### src/hdl/rx_full_flag_pkg.sv
package rx_full_flag_pkg;
	// register offsets on the plain register port
	localparam logic [2:0] RX_FULL_FLAG_OFS_CTRL_ONE = 3'h0;
	localparam logic [2:0] RX_FULL_FLAG_OFS_CTRL_TWO = 3'h1;
	localparam logic [2:0] RX_FULL_FLAG_OFS_RATE = 3'h2;
	localparam logic [2:0] RX_FULL_FLAG_OFS_STATUS = 3'h3;
	localparam logic [2:0] RX_FULL_FLAG_OFS_DATA = 3'h4;
	localparam logic [2:0] RX_FULL_FLAG_OFS_IRQ_STAT = 3'h5;
	localparam logic [2:0] RX_FULL_FLAG_OFS_IRQ_MASK = 3'h6;
	// control register one fields
	localparam int RX_FULL_FLAG_C1_RX_FAULT_IE = 7;
	localparam int RX_FULL_FLAG_C1_PORT_EN = 6;
	localparam int RX_FULL_FLAG_C1_TX_IE = 5;
	localparam int RX_FULL_FLAG_C1_MASTER = 4;
	localparam int RX_FULL_FLAG_C1_CPOL = 3;
	localparam int RX_FULL_FLAG_C1_SELECT_OUTPUT_ENABLE = 1;
	// control register two fields
	localparam int RX_FULL_FLAG_C2_MODE_FAULT_FLAG_EN = 4;
	// rate register fields
	localparam int RX_FULL_FLAG_RATE_PRE_HI = 6;
	localparam int RX_FULL_FLAG_RATE_PRE_LO = 4;
	localparam int RX_FULL_FLAG_RATE_DIV_HI = 2;
	localparam int RX_FULL_FLAG_RATE_DIV_LO = 0;
	localparam logic [7:0] RX_FULL_FLAG_RATE_MASK = 8'h77;
	localparam logic [7:0] RX_FULL_FLAG_C2_MASK = 8'h10;
	// status register fields
	localparam int RX_FULL_FLAG_ST_RXF = 7;
	localparam int RX_FULL_FLAG_ST_TXE = 5;
	localparam int RX_FULL_FLAG_ST_MODE_FAULT_FLAG = 4;
	// sticky event bits
	localparam int RX_FULL_FLAG_EV_RX_DONE = 0;
	localparam int RX_FULL_FLAG_EV_TX_MOVE = 1;
	localparam int RX_FULL_FLAG_EV_FAULT = 2;
	localparam int RX_FULL_FLAG_EV_W = 3;
	localparam logic [7:0] RX_FULL_FLAG_RESET_BYTE = 8'h00;
	localparam int RX_FULL_FLAG_BITS = 8;
	localparam int RX_FULL_FLAG_EDGES = 2 * RX_FULL_FLAG_BITS;

	typedef enum logic [1:0]
	{
		RX_FULL_FLAG_IDLE = 2'b00,
		RX_FULL_FLAG_SHIFT = 2'b01,
		RX_FULL_FLAG_DONE = 2'b10
	} rx_full_flag_state_e;

	// prescaler division n+1 minus one, as a terminal count
	function automatic logic [2:0] rx_full_flag_pre_last(input logic [2:0] sel);
		rx_full_flag_pre_last = sel;
	endfunction

	// half of the 2^(n+1) divider, minus one: one serial clock edge per half
	function automatic logic [7:0] rx_full_flag_div_half_last(input logic [2:0] sel);
		rx_full_flag_div_half_last = 8'((9'h001 << sel) - 9'h001);
	endfunction
endpackage

### src/hdl/rx_full_flag_core.sv
// Function
// - prescale select in rate bits 6:4, bus-clocked
// - prescaler divides by select plus one
// - divider select bits 2:0 makes bit clock
// - divider divides by two to power n+1
// - rate register readable and writable any time
// - unused status bits read zero, writes ignored
// - receive full sets when transfer completes
// - status read then data read clears receive-full
// - tx empty clears on status read then write
// - data write without armed status read ignored
// - tx empty and enable raise interrupt
// - byte moves to shifter sets tx empty
// - queued byte moves after shift, else stays
// - select low in fault mode sets mode fault
// - status read then control one write clears fault
// - receive or fault interrupt when enabled
// - port disable aborts, empties, resets flags
//
// Implementation choices: the strobed register port and the register addresses.
module rx_full_flag_core
	import rx_full_flag_pkg::*;
(
	input wire logic core_clk_in,
	input wire logic rst_n_in,
	input wire logic [2:0] reg_addr_in,
	input wire logic [7:0] reg_wdata_in,
	input wire logic reg_wr_in,
	input wire logic reg_rd_in,
	output logic [7:0] reg_rdata_out,
	input wire logic miso_in,
	input wire logic ss_n_in,
	output logic sck_out,
	output logic mosi_out,
	output logic ss_n_out,
	output logic ss_n_oe_out,
	output logic spi_irq_out,
	output logic irq_out
);
	// ****************************************
	// registers and synchronisers
	// ****************************************
	logic [7:0] ctrl_one_r;
	logic [7:0] ctrl_two_r;
	logic [7:0] rate_r;
	logic [RX_FULL_FLAG_EV_W-1:0] ev_stat_r;
	logic [RX_FULL_FLAG_EV_W-1:0] ev_mask_r;
	logic rxf_r;
	logic txe_r;
	logic mode_fault_flag_r;
	logic rxf_armed_r;
	logic txe_armed_r;
	logic mode_fault_flag_armed_r;
	logic tx_full_r;
	logic [7:0] tx_buf_r;
	logic [7:0] shift_r;
	logic [4:0] edge_cnt_r;
	logic [2:0] pre_cnt_r;
	logic [7:0] div_cnt_r;
	logic miso_s1_r;
	logic miso_s2_r;
	logic ss_s1_r;
	logic ss_s2_r;
	logic ss_prev_r;
	rx_full_flag_state_e state_r;
	logic [7:0] rx_data;

	logic wr_data;
	logic wr_ctrl_one;
	logic rd_status;
	logic rd_data;
	logic port_en;
	logic master;
	logic fault_mode;
	logic half_tick;
	logic load_shift;
	logic xfer_done;
	logic ss_fall;
	logic [RX_FULL_FLAG_EV_W-1:0] ev_set;
	logic [7:0] status_view;

	assign wr_data = reg_wr_in && (reg_addr_in == RX_FULL_FLAG_OFS_DATA);
	assign wr_ctrl_one = reg_wr_in && (reg_addr_in == RX_FULL_FLAG_OFS_CTRL_ONE);
	assign rd_status = reg_rd_in && (reg_addr_in == RX_FULL_FLAG_OFS_STATUS);
	assign rd_data = reg_rd_in && (reg_addr_in == RX_FULL_FLAG_OFS_DATA);
	assign port_en = ctrl_one_r[RX_FULL_FLAG_C1_PORT_EN];
	assign master = ctrl_one_r[RX_FULL_FLAG_C1_MASTER];
	assign fault_mode = master && ctrl_two_r[RX_FULL_FLAG_C2_MODE_FAULT_FLAG_EN]
		&& !ctrl_one_r[RX_FULL_FLAG_C1_SELECT_OUTPUT_ENABLE];
	// the first synchroniser stage feeds only the second
	assign ss_fall = ss_prev_r && !ss_s2_r;

	always_ff @(posedge core_clk_in)
	begin
		if (!rst_n_in)
		begin
			miso_s1_r <= 1'b0;
			miso_s2_r <= 1'b0;
			ss_s1_r <= 1'b1;
			ss_s2_r <= 1'b1;
			ss_prev_r <= 1'b1;
		end
		else
		begin
			miso_s1_r <= miso_in;
			miso_s2_r <= miso_s1_r;
			ss_s1_r <= ss_n_in;
			ss_s2_r <= ss_s1_r;
			ss_prev_r <= ss_s2_r;
		end
	end

	// ****************************************
	// control and rate registers
	// ****************************************
	always_ff @(posedge core_clk_in)
	begin
		if (!rst_n_in)
		begin
			ctrl_one_r <= RX_FULL_FLAG_RESET_BYTE;
			ctrl_two_r <= RX_FULL_FLAG_RESET_BYTE;
			rate_r <= RX_FULL_FLAG_RESET_BYTE;
			ev_mask_r <= '0;
		end
		else if (reg_wr_in)
		begin
			if (reg_addr_in == RX_FULL_FLAG_OFS_CTRL_ONE)
				ctrl_one_r <= reg_wdata_in;
			else if (reg_addr_in == RX_FULL_FLAG_OFS_CTRL_TWO)
				ctrl_two_r <= reg_wdata_in & RX_FULL_FLAG_C2_MASK;
			else if (reg_addr_in == RX_FULL_FLAG_OFS_RATE)
				rate_r <= reg_wdata_in & RX_FULL_FLAG_RATE_MASK;
			else if (reg_addr_in == RX_FULL_FLAG_OFS_IRQ_MASK)
				ev_mask_r <= reg_wdata_in[RX_FULL_FLAG_EV_W-1:0];
		end
	end

	// ****************************************
	// bit-rate generator
	// ****************************************
	// a new rate takes effect at once, since both compares read rate_r directly, so a mid-transfer
	// write can produce a runt clock phase shorter than either setting
	assign half_tick = (pre_cnt_r == rx_full_flag_pre_last(rate_r[RX_FULL_FLAG_RATE_PRE_HI:RX_FULL_FLAG_RATE_PRE_LO]))
		&& (div_cnt_r >= rx_full_flag_div_half_last(rate_r[RX_FULL_FLAG_RATE_DIV_HI:RX_FULL_FLAG_RATE_DIV_LO]));

	always_ff @(posedge core_clk_in)
	begin
		if (!rst_n_in || state_r != RX_FULL_FLAG_SHIFT)
		begin
			pre_cnt_r <= '0;
			div_cnt_r <= '0;
		end
		else if (pre_cnt_r >= rx_full_flag_pre_last(rate_r[RX_FULL_FLAG_RATE_PRE_HI:RX_FULL_FLAG_RATE_PRE_LO]))
		begin
			pre_cnt_r <= '0;
			if (half_tick)
				div_cnt_r <= '0;
			else
				div_cnt_r <= div_cnt_r + 8'h01;
		end
		else
			pre_cnt_r <= pre_cnt_r + 3'h1;
	end

	// ****************************************
	// shifter and transmit buffer
	// ****************************************
	assign load_shift = tx_full_r && (state_r == RX_FULL_FLAG_IDLE) && master;
	assign xfer_done = (state_r == RX_FULL_FLAG_DONE);

	always_ff @(posedge core_clk_in)
	begin
		if (!rst_n_in || !port_en)
		begin
			state_r <= RX_FULL_FLAG_IDLE;
			tx_full_r <= 1'b0;
			tx_buf_r <= RX_FULL_FLAG_RESET_BYTE;
			shift_r <= RX_FULL_FLAG_RESET_BYTE;
			edge_cnt_r <= '0;
			sck_out <= 1'b0;
			mosi_out <= 1'b0;
		end
		else
		begin
			if (wr_data && txe_armed_r && txe_r)
			begin
				tx_buf_r <= reg_wdata_in;
				tx_full_r <= 1'b1;
			end
			case (state_r)
				RX_FULL_FLAG_IDLE:
				begin
					sck_out <= ctrl_one_r[RX_FULL_FLAG_C1_CPOL];
					if (load_shift)
					begin
						shift_r <= tx_buf_r;
						mosi_out <= tx_buf_r[RX_FULL_FLAG_BITS-1];
						tx_full_r <= 1'b0;
						edge_cnt_r <= '0;
						state_r <= RX_FULL_FLAG_SHIFT;
					end
				end
				RX_FULL_FLAG_SHIFT:
				begin
					if (half_tick)
					begin
						sck_out <= !sck_out;
						edge_cnt_r <= edge_cnt_r + 5'h01;
						if (edge_cnt_r[0])
						begin
							shift_r <= {shift_r[RX_FULL_FLAG_BITS-2:0], miso_s2_r};
							mosi_out <= shift_r[RX_FULL_FLAG_BITS-2];
						end
						if (edge_cnt_r == 5'(RX_FULL_FLAG_EDGES - 1))
							state_r <= RX_FULL_FLAG_DONE;
					end
				end
				RX_FULL_FLAG_DONE:
					state_r <= RX_FULL_FLAG_IDLE;
				default:
					state_r <= RX_FULL_FLAG_IDLE;
			endcase
		end
	end

	// received byte lands in the buffer; on overrun the old byte stays and the new one is dropped
	rx_full_flag_byte_buf u_rx_buf
	(
		.core_clk_in(core_clk_in),
		.rst_n_in(rst_n_in),
		.wr_en_in(xfer_done && !rxf_r),
		.wr_data_in(shift_r),
		.rd_data_out(rx_data)
	);

	// ****************************************
	// status flags
	// ****************************************
	always_ff @(posedge core_clk_in)
	begin
		if (!rst_n_in || !port_en)
		begin
			rxf_r <= 1'b0;
			txe_r <= 1'b1;
			mode_fault_flag_r <= 1'b0;
			rxf_armed_r <= 1'b0;
			txe_armed_r <= 1'b0;
			mode_fault_flag_armed_r <= 1'b0;
		end
		else
		begin
			// a status read arms each set flag for its clear access
			if (rd_status)
			begin
				rxf_armed_r <= rxf_r;
				txe_armed_r <= txe_r;
				mode_fault_flag_armed_r <= mode_fault_flag_r;
			end
			// set wins over clear in the same cycle
			if (xfer_done)
				rxf_r <= 1'b1;
			else if (rd_data && rxf_armed_r)
			begin
				rxf_r <= 1'b0;
				rxf_armed_r <= 1'b0;
			end
			if (load_shift)
				txe_r <= 1'b1;
			else if (wr_data && txe_armed_r && txe_r)
			begin
				txe_r <= 1'b0;
				txe_armed_r <= 1'b0;
			end
			if (fault_mode && ss_fall)
				mode_fault_flag_r <= 1'b1;
			else if (wr_ctrl_one && mode_fault_flag_armed_r)
			begin
				mode_fault_flag_r <= 1'b0;
				mode_fault_flag_armed_r <= 1'b0;
			end
		end
	end

	// ****************************************
	// interrupts and pins
	// ****************************************
	assign ev_set[RX_FULL_FLAG_EV_RX_DONE] = xfer_done;
	assign ev_set[RX_FULL_FLAG_EV_TX_MOVE] = load_shift;
	assign ev_set[RX_FULL_FLAG_EV_FAULT] = fault_mode && ss_fall && port_en;

	always_ff @(posedge core_clk_in)
	begin
		if (!rst_n_in)
			ev_stat_r <= '0;
		else if (reg_wr_in && reg_addr_in == RX_FULL_FLAG_OFS_IRQ_STAT)
			ev_stat_r <= ev_set | (ev_stat_r & ~reg_wdata_in[RX_FULL_FLAG_EV_W-1:0]);
		else
			ev_stat_r <= ev_stat_r | ev_set;
	end

	always_ff @(posedge core_clk_in)
	begin
		if (!rst_n_in)
		begin
			spi_irq_out <= 1'b0;
			irq_out <= 1'b0;
			ss_n_out <= 1'b1;
			ss_n_oe_out <= 1'b0;
		end
		else
		begin
			spi_irq_out <= (txe_r && ctrl_one_r[RX_FULL_FLAG_C1_TX_IE])
				|| ((rxf_r || mode_fault_flag_r) && ctrl_one_r[RX_FULL_FLAG_C1_RX_FAULT_IE]);
			irq_out <= |(ev_stat_r & ev_mask_r);
			ss_n_out <= !(state_r == RX_FULL_FLAG_SHIFT);
			ss_n_oe_out <= port_en && master && ctrl_two_r[RX_FULL_FLAG_C2_MODE_FAULT_FLAG_EN]
				&& ctrl_one_r[RX_FULL_FLAG_C1_SELECT_OUTPUT_ENABLE];
		end
	end

	// ****************************************
	// read port
	// ****************************************
	always_comb
	begin
		status_view = RX_FULL_FLAG_RESET_BYTE;
		status_view[RX_FULL_FLAG_ST_RXF] = rxf_r;
		status_view[RX_FULL_FLAG_ST_TXE] = txe_r;
		status_view[RX_FULL_FLAG_ST_MODE_FAULT_FLAG] = mode_fault_flag_r;
	end

	always_ff @(posedge core_clk_in)
	begin
		if (!rst_n_in)
			reg_rdata_out <= RX_FULL_FLAG_RESET_BYTE;
		else if (reg_rd_in)
		begin
			if (reg_addr_in == RX_FULL_FLAG_OFS_CTRL_ONE)
				reg_rdata_out <= ctrl_one_r;
			else if (reg_addr_in == RX_FULL_FLAG_OFS_CTRL_TWO)
				reg_rdata_out <= ctrl_two_r;
			else if (reg_addr_in == RX_FULL_FLAG_OFS_RATE)
				reg_rdata_out <= rate_r;
			else if (reg_addr_in == RX_FULL_FLAG_OFS_STATUS)
				reg_rdata_out <= status_view;
			else if (reg_addr_in == RX_FULL_FLAG_OFS_DATA)
				reg_rdata_out <= rx_data;
			else if (reg_addr_in == RX_FULL_FLAG_OFS_IRQ_STAT)
				reg_rdata_out <= {5'h00, ev_stat_r};
			else if (reg_addr_in == RX_FULL_FLAG_OFS_IRQ_MASK)
				reg_rdata_out <= {5'h00, ev_mask_r};
			else
				reg_rdata_out <= RX_FULL_FLAG_RESET_BYTE;
		end
		else
			reg_rdata_out <= RX_FULL_FLAG_RESET_BYTE;
	end
endmodule

### src/hdl/rx_full_flag_byte_buf.sv
module rx_full_flag_byte_buf
	import rx_full_flag_pkg::*;
(
	input wire logic core_clk_in,
	input wire logic rst_n_in,
	input wire logic wr_en_in,
	input wire logic [7:0] wr_data_in,
	output logic [7:0] rd_data_out
);
	// one-word store; read data come out of a register
	always_ff @(posedge core_clk_in)
	begin
		if (!rst_n_in)
			rd_data_out <= RX_FULL_FLAG_RESET_BYTE;
		else if (wr_en_in)
			rd_data_out <= wr_data_in;
	end
endmodule

### config.mk
export PLATFORM = sky130hd
export DESIGN_NAME = rx_full_flag_core
export DESIGN_NICKNAME = d
export VERILOG_FILES = /design/src/hdl/rx_full_flag_pkg.sv /design/src/hdl/rx_full_flag_core.sv /design/src/hdl/rx_full_flag_byte_buf.sv
export SDC_FILE = /design/constraint.sdc
export NUM_CORES = 1
export LEC_CHECK = 0
export BUFFER_PORTS_ARGS = -buffer_cell sky130_fd_sc_hd__buf_2
export CORE_AREA = 5 5 102 104
export DETAILED_ROUTE_END_ITERATION = 7
export DIE_AREA = 0 0 107 109
export PLACE_DENSITY = 0.58
export SYNTH_ARGS = -nofsm -noshare
export SYNTH_HDL_FRONTEND = slang
export SYNTH_SLANG_ARGS = --single-unit
### constraint.sdc
create_clock -name core_clk_in -period 2.5 [get_ports core_clk_in]
set_input_delay 0.25 -clock core_clk_in [delete_from_list [all_inputs] [get_ports core_clk_in]]
set_output_delay 0.25 -clock core_clk_in [all_outputs]
set_load 0.05 [all_outputs]
# Word-level counts from Yosys, hierarchy flattened
# Index checks and enable logic that the tools add are counted.
[word_totals]
register_bits = 89
in_bits = 17
output_inout_bits = 14
[op_classes]
add_sub_neg = 4
n_lt_le_gt_ge = 2
eq_ne = 15
shift = 1
muxes = 42
bitwise_logic = 8
reduce_logical = 51
[op_table]
columns = ["cell", "count"]
rows = [
  ["two-way mux 8 bit", 9],
  ["logical AND 1 bit", 23],
  ["two-way mux 1 bit", 20],
  ["one-hot mux 8 bit (2 select lines)", 1],
  ["two-way mux 5 bit", 2],
  ["one-hot mux 5 bit (2 select lines)", 1],
  ["== test 3 bit, second input constant", 3],
  ["two-way mux 3 bit", 3],
  ["AND reduction 3 bit", 3],
  ["adder 8 x 1 -> 8 bit, second input constant", 1],
  ["greater-or-equal comparator 8 bit", 1],
  ["inequality test 2 bit, second input constant", 4],
  ["AND reduction 4 bit", 2],
  ["left shift 1 x 3 -> 8 bit, first input constant", 1],
  ["subtractor 8 x 1 -> 8 bit, second input constant", 1],
  ["logical NOT 1 bit", 7],
  ["AND 3 bit", 2],
  ["== test 3 x 2 -> 1 bit, second input constant", 2],
  ["two-way mux 2 bit", 3],
  ["bitwise OR 3 bit", 2],
  ["AND reduction 2 bit", 3],
  ["nonzero test 2 bit", 3],
  ["adder 5 x 1 -> 5 bit, second input constant", 1],
  ["== test 5 x 4 -> 1 bit, second input constant", 1],
  ["other kinds (17)", 24],
]

# Logic depth before layout (Yosys ltp)
# Gate-level depths: netlist of the first run.
[depth]
word_depth = 8
mapped_depth = 8

# By module
# From an unflattened synthesis of the first run, not the netlist that was laid out.
[hier_totals]
hier_cells = 432
hier_area_um2 = 4006.3
[modules_own_cells]
columns = ["mod", "n_inst", "cells_per_inst", "area_each_um2", "seq_area_each_um2"]
rows = [
  ["rx_full_flag_core", 1, 407, 3704.8, 1601.5],
  ["rx_full_flag_byte_buf", 1, 25, 301.5, 160.2],
]

# Worst setup path before layout of the first run
# No wires, ideal clock.
[synth_timing]
path_type = "register to register"
start = "register rate_r[2]"
end = "register sck_out"
setup_ns = 0.076
t_arrival_ns = 1.998
t_required_ns = 2.424
slack_ns = 0.427
path_stages_with_launch = 9
path_buffers = 1
synth_period_minus_slack_ns = 2.073
path_cell_list = "dfxtp_1 > clkbuf_1 > or3_1 > ha_1 > nand2b_1 > a21oi_1 > o21ai_2 > a2111o_1 > a31oi_1"
[synth_between]
elab_chain_len = 6
[synth_rtl]
columns = ["item", "line", "source"]
rows = [
  ["from (decl)", "rx_full_flag_core.sv:45", "logic [7:0] rate_r;"],
  ["from (signal assigned)", "rx_full_flag_core.sv:132", "rate_r <= reg_wdata_in & RX_FULL_FLAG_RATE_MASK;"],
  ["left shift 1 x 3 -> 8 bit", "rx_full_flag_pkg.sv:53", "rx_full_flag_div_half_last = 8'((9'h001 << sel) - 9'h001);"],
  ["subtractor 8 x 1 -> 8 bit", "rx_full_flag_pkg.sv:53", ""],
  ["greater-or-equal comparator 8 bit", "rx_full_flag_core.sv:144", "&& (div_cnt_r >= rx_full_flag_div_half_last(rate_r[RX_FULL_FLAG_RATE_DIV_HI:RX_FULL_FLAG_RATE_DIV_LO]));"],
  ["logical AND 1 bit", "rx_full_flag_core.sv:144", ""],
  ["inequality test 2 bit (no source line)", "--", ""],
  ["AND reduction 2 bit (no source line)", "--", ""],
  ["to (signal assigned)", "rx_full_flag_core.sv:193", "sck_out <= ctrl_one_r[RX_FULL_FLAG_C1_CPOL];"],
  ["to (signal assigned)", "rx_full_flag_core.sv:207", "sck_out <= !sck_out;"],
  ["to (decl)", "rx_full_flag_core.sv:33", "output logic sck_out,"],
]
# Every way passes these cells.
# A chain may end at the register's enable or synchronous reset.

# Worst setup path in the final report of the first run
[layout_timing]
start = "register rate_r[1]"
end = "register mosi_out"
[layout_between]
elab_chain_len = 6
[layout_rtl]
columns = ["item", "line", "source"]
rows = [
  ["left shift 1 x 3 -> 8 bit", "rx_full_flag_pkg.sv:53", ""],
  ["subtractor 8 x 1 -> 8 bit", "rx_full_flag_pkg.sv:53", ""],
  ["greater-or-equal comparator 8 bit", "rx_full_flag_core.sv:144", ""],
  ["logical AND 1 bit", "rx_full_flag_core.sv:144", ""],
  ["inequality test 2 bit (no source line)", "--", ""],
  ["AND reduction 4 bit (no source line)", "--", ""],
  ["to (signal assigned)", "rx_full_flag_core.sv:197", "mosi_out <= tx_buf_r[RX_FULL_FLAG_BITS-1];"],
  ["to (signal assigned)", "rx_full_flag_core.sv:212", "mosi_out <= shift_r[RX_FULL_FLAG_BITS-2];"],
  ["to (decl)", "rx_full_flag_core.sv:34", "output logic mosi_out,"],
]
# Every way passes these cells.

==> results of run 1 <==
registers in the layout, indices dropped and copies added, names as in the netlist, 2 cells and up:
| name | cells |
|---|---|
| pre_cnt_r | 3 |
| ctrl_one_r | 8 |
| div_cnt_r | 8 |
| shift_r | 7 |
| ev_mask_r | 3 |
| ev_stat_r | 3 |
| edge_cnt_r | 5 |
| reg_rdata_out | 8 |
| state_r | 2 |
| rate_r | 6 |
| tx_buf_r | 8 |
| u_rx_buf.rd_data_out | 8 |
metal layers:
layer | track usage (%) | wire length [microns] | up-vias
met2 | 27.29 | 4482 | 72
met4 | 6.210 | 198 | 0
met5 | 0 | 0 | -
met1 | 24.25 | 4914 | 1584
met3 | 3.434 | 355 | 12
li1 | - | - | 1696
critical path, stage by stage, from the launching register on:
cell      delay, ns
dfxtp_1        0.38
or3_1          0.38
ha_1           0.19
nand2b_1       0.13
a21oi_1        0.31
o211ai_2       0.26
a21oi_2        0.42
a211o_1        0.19
worst paths after layout:
path,startpoint,end,slack [ns],cells after the start
max,rate_r[1]$_SDFFE_PN0P_,mosi_out$_SDFFE_PP0P_,0.18,7
max reg2reg,rate_r[1]$_SDFFE_PN0P_,mosi_out$_SDFFE_PP0P_,0.18,7
min,ss_n_in,ss_s1_r$_SDFF_PN1_,0.08,2
min reg2reg,ss_s1_r$_SDFF_PN1_,ss_s2_r$_SDFF_PN1_,0.41,1
layout make-up:
class / count / area (sq um)
Tap cell: 114 / 142.6
Inverter: 16 / 60.06
Fill cell: 947 / 4937
Clock buffer: 10 / 127.6
Sequential cell: 88 / 1762
Multi-Input combinational cell: 337 / 2183
Timing Repair Buffer: 36 / 195.2
Clock inverter: 6 / 51.30
layout by cell type (no fill, tap or decap), drive strengths merged, types with 2 or more instances in the layout:
cell type,n
dfxtp,88
o211ai,2
a211o,10
nor2,36
inv,18
and2,3
nor3,6
xnor2,2
buf,36
or3,7
a21oi,29
clkbuf,10
nand3,16
a22o,8
nand2,54
a22oi,2
mux2i,25
a21boi,19
nor2b,15
clkinv,3
mux2,2
a21o,5
and3,19
o21ai,26
a31oi,4
nand2b,7
ha,15
nand4,9
power by group:
| group | switching (mW) | total [mW] | leakage, nW | internal, mW |
|---|---|---|---|---|
| logic | 0.0875 | 0.138 | 0.961 | 0.0503 |
| clock network | 0.538 | 0.912 | 0.0875 | 0.374 |
| registers | 0.00755 | 1.42 | 0.710 | 1.41 |
kinds of logic (layout without fill, tap and decap cells):
logic type / count (synthesis) / count (layout) / share of synthesized area, %
mux: 28 / 28 / 7.230
flops: 88 / 88 / 43.14
simple gates: 178 / 178 / 22.58
compound gates: 113 / 113 / 18.54
other cells: 1 / 1 / 0.09182
fa+ha+maj: 15 / 15 / 4.596
buf+inv: 34 / 68 / 3.401
xor+xnor: 2 / 2 / 0.4290
==> impl_metrics.env, run 1 <==
export IMPL_drive_above_1_share_pct=13.79
export IMPL_wl_microns=9951
export IMPL_rows=36
export IMPL_fmax_mhz=430.1
export IMPL_finalClockSkew_ns=0.01581
export IMPL_clockBufferDepth=2
export IMPL_status="finished, final reports clean"
export IMPL_final_instance_count_excl_fill=607
export IMPL_via_per_inst=5.542
export IMPL_dieWidth_microns=107
export IMPL_relSlewSlack_pct=58.06
export IMPL_tns_ns=0
export IMPL_holdWs_ns=0.08324
export IMPL_cts_hold_buf=0
export IMPL_dp_cells=591
export IMPL_ios=31
export IMPL_netlist_area_sq_um=4084
export IMPL_syn_to_final_growth_pct=10.72
export IMPL_yosysTopAreaCellShare_pct=43.14
export IMPL_ys_flop_type="dfxtp_1"
export IMPL_grt_max_degree=22
export IMPL_synth_top_cell_by_area="dfxtp_1"
export IMPL_cts_resized=0
export IMPL_gr_total_overflow=0
export IMPL_synth_area_leaders="dfxtp_1 43%, mux2i_1 6.1%, nand2_1 5.0%"
export IMPL_maxSlewViolCount=0
export IMPL_synth_seq_cells=88
export IMPL_drc=0
export IMPL_fin_util_pct=47.80
export IMPL_dp_slack_ns=0.2169
export IMPL_setup_ws_ns=0.1751
export IMPL_crit_fanout=9
export IMPL_syn_num_nets=491
export IMPL_setup_viol=0
export IMPL_grt_use_total_pct=17.51
export IMPL_grt_pass1_wl_microns=16060
export IMPL_clkSinkCount=88
export IMPL_antenna_found_initial=0
export IMPL_post_cts_buffers=0
export IMPL_avgSynthCellArea_sq_um=8.897
export IMPL_p_total_mw=2.469
export IMPL_maxCapViolations=0
export IMPL_synth_edff_count=0
export IMPL_worstMarginPinSlew_ns=0.6269
export IMPL_holdCritPathClass="in -> reg"
export IMPL_end_kind="flop"
export IMPL_start_util_pct=43.17
export IMPL_critical_path_class="reg -> reg"
export IMPL_final_period_utilization_pct=93.00
export IMPL_core_area_sq_um=9459
export IMPL_synth_cell_type_count=55
export IMPL_die_area_sq_um=11660
export IMPL_fin_nets=520
export IMPL_yosysMostFrequentCell="dfxtp_1"
export IMPL_cts_root_buffer="clkbuf_8"
export IMPL_crit_path_start_kind="flop"
export IMPL_dr_first_iter_drc_count=174
export IMPL_syn_inst=459
export IMPL_ant_nets=0
export IMPL_dr_pass1_iters=5
export IMPL_place_area_sq_um=4343
export IMPL_cts_max_level=3
export IMPL_ys_seq_area_share_pct=43.14
export IMPL_leakagePower_nw=1.759
export IMPL_gp_congestion=0.8485
export IMPL_required_ns=2.80
export IMPL_dr_total_vias=3364
export IMPL_vdd_ir_drop_max_mv=0.3019
export IMPL_async_flop_share_pct=0
export IMPL_period_needed_ns=2.325
export IMPL_crit_arrival_ns=2.63
export IMPL_hold_viol=0
export IMPL_cts_buffers=9
export IMPL_final_area_sq_um=4522
export IMPL_grt_pass1_vias=3126
export IMPL_yosys_warnings=0
export IMPL_rsz0062_at_grt="false"
export IMPL_io_buffers=30
export IMPL_clock_latency_ns=0.36
export IMPL_cts_tree="yes"
export IMPL_clk_pin_slew_ns=0.09
export IMPL_diodes=0
export IMPL_die_h_microns=109
export IMPL_synth_common_cells="88 x dfxtp_1, 54 x nand2_1, 33 x nor2_1, 28 x a21oi_1, 25 x mux2i_1"
export IMPL_p_per_area_nw_per_um2=545.9
export IMPL_wl_per_cell_microns=16.39
export IMPL_dp_hpwl_microns=7317
No activity file was read; power rests on OpenSTA's default activity.
==> run 2: changes to the inputs <==
- PLACE_DENSITY: 0.58 -> default
==> run 2 against run 1 <==
Routed wire length shrank 0.20%; clock skew hardly changed; worst hold slack worse by 0.017 ns; combinational power about the same; sequential power barely moved; critical path type unchanged; largest cell class unchanged; largest power group unchanged.
==> impl_metrics.env, run 2 (synthesis results as in run 1) <==
export IMPL_status="finished, final reports clean"
export IMPL_cts_resized=0
export IMPL_dp_cells=590
export IMPL_dr_pass1_iters=5
export IMPL_clockBufferDepth=2
export IMPL_tns_ns=0
export IMPL_worstMarginPinSlew_ns=0.5587
export IMPL_place_area_sq_um=4335
export IMPL_slowest_stage="a21oi_2"
export IMPL_fin_util_pct=47.99
export IMPL_cts_tree="yes"
export IMPL_final_common_cell="dfxtp_1"
export IMPL_crit_path_start_kind="flop"
export IMPL_clkSinkCount=88
export IMPL_final_cell_mix="88 x dfxtp_1, 54 x nand2_1, 33 x nor2_1"
export IMPL_grt_use_met1_pct=25.81
export IMPL_gr_total_overflow=0
export IMPL_dr_total_vias=3330
export IMPL_top_usage_layer="met2"
export IMPL_cts_max_level=3
export IMPL_critical_path_class="reg -> reg"
export IMPL_grtUsageMet3_pct=3.079
export IMPL_clk_pin_slew_ns=0.09
export IMPL_final_area_sq_um=4539
export IMPL_die_h_microns=109
export IMPL_fmax_mhz=433.7
export IMPL_cts_buffers=9
export IMPL_crit_arrival_ns=2.62
export IMPL_wl_per_cell_microns=16.41
export IMPL_end_kind="flop"
export IMPL_maxCapViolations=0
export IMPL_rsz0062_at_grt="false"
export IMPL_max_stage_delay_ns=0.42
export IMPL_start_util_pct=43.17
export IMPL_crit_fanout=9
export IMPL_syn_to_final_growth_pct=11.15
export IMPL_holdCritPathClass="in -> reg"
export IMPL_path_delay_family="compound AO/OA/AOI/OAI gates"
export IMPL_drive_above_1_share_pct=13.65
export IMPL_final_instance_count_excl_fill=605
export IMPL_cts_root_buffer="clkbuf_8"
export IMPL_finalClockSkew_ns=0.01546
export IMPL_path_cells="or3_1 -> ha_1 -> nand2b_1 -> a21oi_1 -> o211ai_2 -> a21oi_2 -> a211o_1"
export IMPL_core_area_sq_um=9459
export IMPL_post_cts_buffers=0
export IMPL_fin_nets=519
export IMPL_io_buffers=30
export IMPL_r2r_setup_slack_ns=0.19
export IMPL_dieWidth_microns=107
export IMPL_wl_microns=9931
export IMPL_hold_viol=0
export IMPL_path_buf_inv=0
export IMPL_maxSlewViolCount=0
export IMPL_antenna_found_initial=0
export IMPL_final_period_utilization_pct=92.24
export IMPL_dp_slack_ns=0.2138
export IMPL_required_ns=2.81
export IMPL_grt_pass1_vias=3193
export IMPL_grt_met2_usage_pct=28.01
export IMPL_clock_latency_ns=0.37
export IMPL_vdd_ir_drop_max_mv=0.2424
export IMPL_dr_first_iter_drc_count=160
export IMPL_setup_viol=0
export IMPL_drc=0
export IMPL_diodes=0
export IMPL_cts_hold_buf=0
export IMPL_rows=36
export IMPL_setup_ws_ns=0.1941
export IMPL_grt_max_degree=41
export IMPL_leakagePower_nw=1.773
export IMPL_via_per_inst=5.504
export IMPL_relSlewSlack_pct=62.62
export IMPL_grt_pass1_wl_microns=16680
export IMPL_p_per_area_nw_per_um2=572.1
export IMPL_period_needed_ns=2.306
export IMPL_gp_congestion=0.8599
export IMPL_ant_nets=0
export IMPL_die_area_sq_um=11660
export IMPL_p_total_mw=2.597
export IMPL_dp_hpwl_microns=7318
export IMPL_grt_use_total_pct=18.37
export IMPL_holdWs_ns=0.06664
export IMPL_ios=31
==> run 2: cell count changes in the layout (fill, tap and decap cells not counted), sizes merged <==
cell,change
inv,-1
bufinv,+1
buf,-1
clkinv,-1
clkbuf,+1
clkinvlp,-1
==> run 2: cell type report <==
type,count,area (sq um)
timing repair buffer,35,187.7
sequential,88,1762
clock inverter,4,52.55
clock buffer,11,151.4
multi-input combinational,337,2183
fill,930,4920
inverter,16,60.06
tap,114,142.6
==> run 2: worst paths after layout <==
path                          start                 endpoint  cells past startpoint
min reg2reg      ss_s1_r$_SDFF_PN1_       ss_s2_r$_SDFF_PN1_                      1
min                         ss_n_in       ss_s1_r$_SDFF_PN1_                      2
max reg2reg  rate_r[1]$_SDFFE_PN0P_  shift_r[1]$_SDFFE_PP0P_                      7
max          rate_r[1]$_SDFFE_PN0P_  shift_r[1]$_SDFFE_PP0P_                      7
==> run 2: per-layer routing <==
layer / vias up / wire length, microns
met2: 70 / 4394
met5: - / 0
li1: 1683 / -
met1: 1565 / 4868
met4: 0 / 167
met3: 12 / 501
==> run 2: report_power, final <==
group          internal (mW)  total [mW]  switching (mW)
sequential              1.41        1.42         0.00784
clock                  0.515        1.04           0.526
combinational         0.0495       0.137          0.0874
total                   1.98        2.60           0.621
==> run 3: changes to the inputs <==
- CELL_PAD_IN_SITES_DETAIL_PLACEMENT: default -> 0
- CELL_PAD_IN_SITES_GLOBAL_PLACEMENT: default -> 1
- PLACE_DENSITY_LB_ADDON: default -> 0.1
==> run 3 against run 2 <==
Sequential share of layout area shrank 0.35 points; count of clock-buffer cells in the layout shrank 2; design area grew 0.91%; sequential power is essentially flat; worst hold slack lost 0.0061 ns; core utilization grew 0.44 points.
==> impl_metrics.env, run 3 (synthesis results as in run 1) <==
export IMPL_diodes=0
export IMPL_power_switching_uw=638.9
export IMPL_period_needed_ns=2.292
export IMPL_worstMarginPinSlew_ns=0.5722
export IMPL_via_per_inst=5.556
export IMPL_final_common_cell="dfxtp_1"
export IMPL_cts_hold_buf=0
export IMPL_dieWidth_microns=107
export IMPL_gr_total_overflow=0
export IMPL_leakagePower_nw=1.788
export IMPL_drive_above_1_share_pct=14.37
export IMPL_p_per_area_nw_per_um2=581.9
export IMPL_clkPwrFrac_pct=41.5
export IMPL_combPwrFrac_pct=5.3
export IMPL_relSlewSlack_pct=61.71
export IMPL_fill_cells=925
export IMPL_syn_to_final_growth_pct=12.16
export IMPL_clockBufferDepth=2
export IMPL_fmax_mhz=436.3
export IMPL_whs_path_depth=2
export IMPL_hold_viol=0
export IMPL_grt_max_degree=25
export IMPL_final_period_utilization_pct=91.68
export IMPL_io_buffers=30
export IMPL_final_cell_mix="88 x dfxtp_1, 54 x nand2_1, 33 x nor2_1"
export IMPL_dr_first_iter_drc_count=152
export IMPL_crit_arrival_ns=2.55
export IMPL_gp_congestion=0.8039
export IMPL_dr_pass1_iters=5
export IMPL_holdCritPathClass="in -> reg"
export IMPL_grt_use_total_pct=19.06
export IMPL_wl_per_cell_microns=17.53
export IMPL_maxSlewViolCount=0
export IMPL_grt_pass1_vias=3267
export IMPL_clkSinkCount=88
export IMPL_pwr_share_seq_pct=53.2
export IMPL_cts_root_buffer="clkbuf_8"
export IMPL_cts_buffers=9
export IMPL_wl_microns=10660
export IMPL_start_util_pct=43.17
export IMPL_crit_path_start_kind="flop"
export IMPL_dr_total_vias=3378
export IMPL_required_ns=2.76
export IMPL_die_area_sq_um=11660
export IMPL_post_cts_buffers=0
export IMPL_internal_power_mw=2.027
export IMPL_rows=36
export IMPL_cts_max_level=3
export IMPL_critical_path_class="reg -> reg"
export IMPL_ios=31
export IMPL_place_area_sq_um=4350
export IMPL_clk_pin_slew_ns=0.09
export IMPL_finalClockSkew_ns=0.005357
export IMPL_final_area_sq_um=4581
export IMPL_setup_viol=0
export IMPL_clock_latency_ns=0.37
export IMPL_crit_fanout=9
export IMPL_antenna_found_initial=0
export IMPL_cts_tree="yes"
export IMPL_dp_hpwl_microns=7793
export IMPL_fin_nets=521
export IMPL_rsz0062_at_grt="false"
export IMPL_reg2reg_depth=7
export IMPL_grt_pass1_wl_microns=17190
export IMPL_tns_ns=0
export IMPL_end_kind="flop"
export IMPL_core_area_sq_um=9459
export IMPL_status="finished, final reports clean"
export IMPL_drc=0
export IMPL_switching_share_pct=23.97
export IMPL_r2r_setup_slack_ns=0.21
export IMPL_maxCapViolations=0
export IMPL_ant_nets=0
export IMPL_die_h_microns=109
export IMPL_vdd_ir_drop_max_mv=0.2278
## run 3: cell types whose count changed in the layout (fill, tap and decap cells not counted), sizes merged
cell	change
bufinv	+1
clkbuf	-2
buf	+2
clkinvlp	+1
clkinv	+1
## run 3: final cells by class
cell class	instances	area [sq um]	share of cell area [%]
well taps	114	142.6	3.114
clock buffers	9	123.9	2.704
repair buffers	37	202.7	4.425
clock inverters	7	95.09	2.076
flip-flops and latches	88	1762	38.46
multi-input cells	337	2195	47.91
inverters	16	60.06	1.311
## run 3: layer usage
| layer | vias up | track usage (%) | share of wire [%] |
|---|---|---|---|
| met1 | 1619 | 26.77 | 50 |
| met3 | 14 | 3.138 | 4.0 |
| met4 | 0 | 6.758 | 1.5 |
| met5 | - | 0 | 0 |
| li1 | 1688 | - | - |
| met2 | 57 | 29.72 | 45 |
## run 3: path summary, 6_finish.rpt
path | startpoint | to
min | ss_n_in | ss_s1_r$_SDFF_PN1_
min reg2reg | ss_s1_r$_SDFF_PN1_ | ss_s2_r$_SDFF_PN1_
max reg2reg | rate_r[0]$_SDFFE_PN0P_ | shift_r[6]$_SDFFE_PP0P_
max | rate_r[0]$_SDFFE_PN0P_ | shift_r[6]$_SDFFE_PP0P_
## run 3: stage by stage
| step | power (mW) | setup slack (ns) | util [%] | hold slack, ns | instances |
|---|---|---|---|---|---|
| final | 2.665 | 0.2081 | 48.43 | 0.06055 | 608 |
| after global routing | 2.771 | 0.03993 | 48.43 | 0.05281 | 608 |
| after CTS | 2.679 | 0.1770 | 48.31 | 0.05542 | 608 |
| after detailed placement | 1.592 | 0.2046 | 45.99 | 0.3995 | 592 |
| after global placement | 1.591 | 0.2395 | 45.99 | 0.4032 | 592 |
| after floorplan | 1.540 | 0.4269 | - | 0.3515 | 459 |
## run 3: worst max-delay path, stage by stage, from the launching register on
cell and delay [ns]:
dfxtp_1 0.37, or3_1 0.39, ha_1 0.28, a31oi_1 0.14
nor2b_1 0.12, o211ai_2 0.41, a21oi_4 0.17, a211o_1 0.32
## run 3: power groups by stage
| stage | combinational (mW) | clock, mW | sequential, mW |
|---|---|---|---|
| 6_report | 0.141 | 1.10 | 1.42 |
| 4_1_cts | 0.141 | 1.12 | 1.42 |
| 2_1_floorplan | 0.0880 | 0 | 1.45 |
| 5_1_grt | 0.154 | 1.20 | 1.42 |
| 3_5_place_dp | 0.140 | 0 | 1.45 |
| 3_3_place_gp | 0.139 | 0 | 1.45 |
## run 3: what timing repair did
| item | in CTS | in global routing |
|---|---|---|
| resized for setup | 0 | 2 |
| endpoints found under the hold margin | 0 | 0 |
| endpoints found under the setup margin | 0 | 8 |
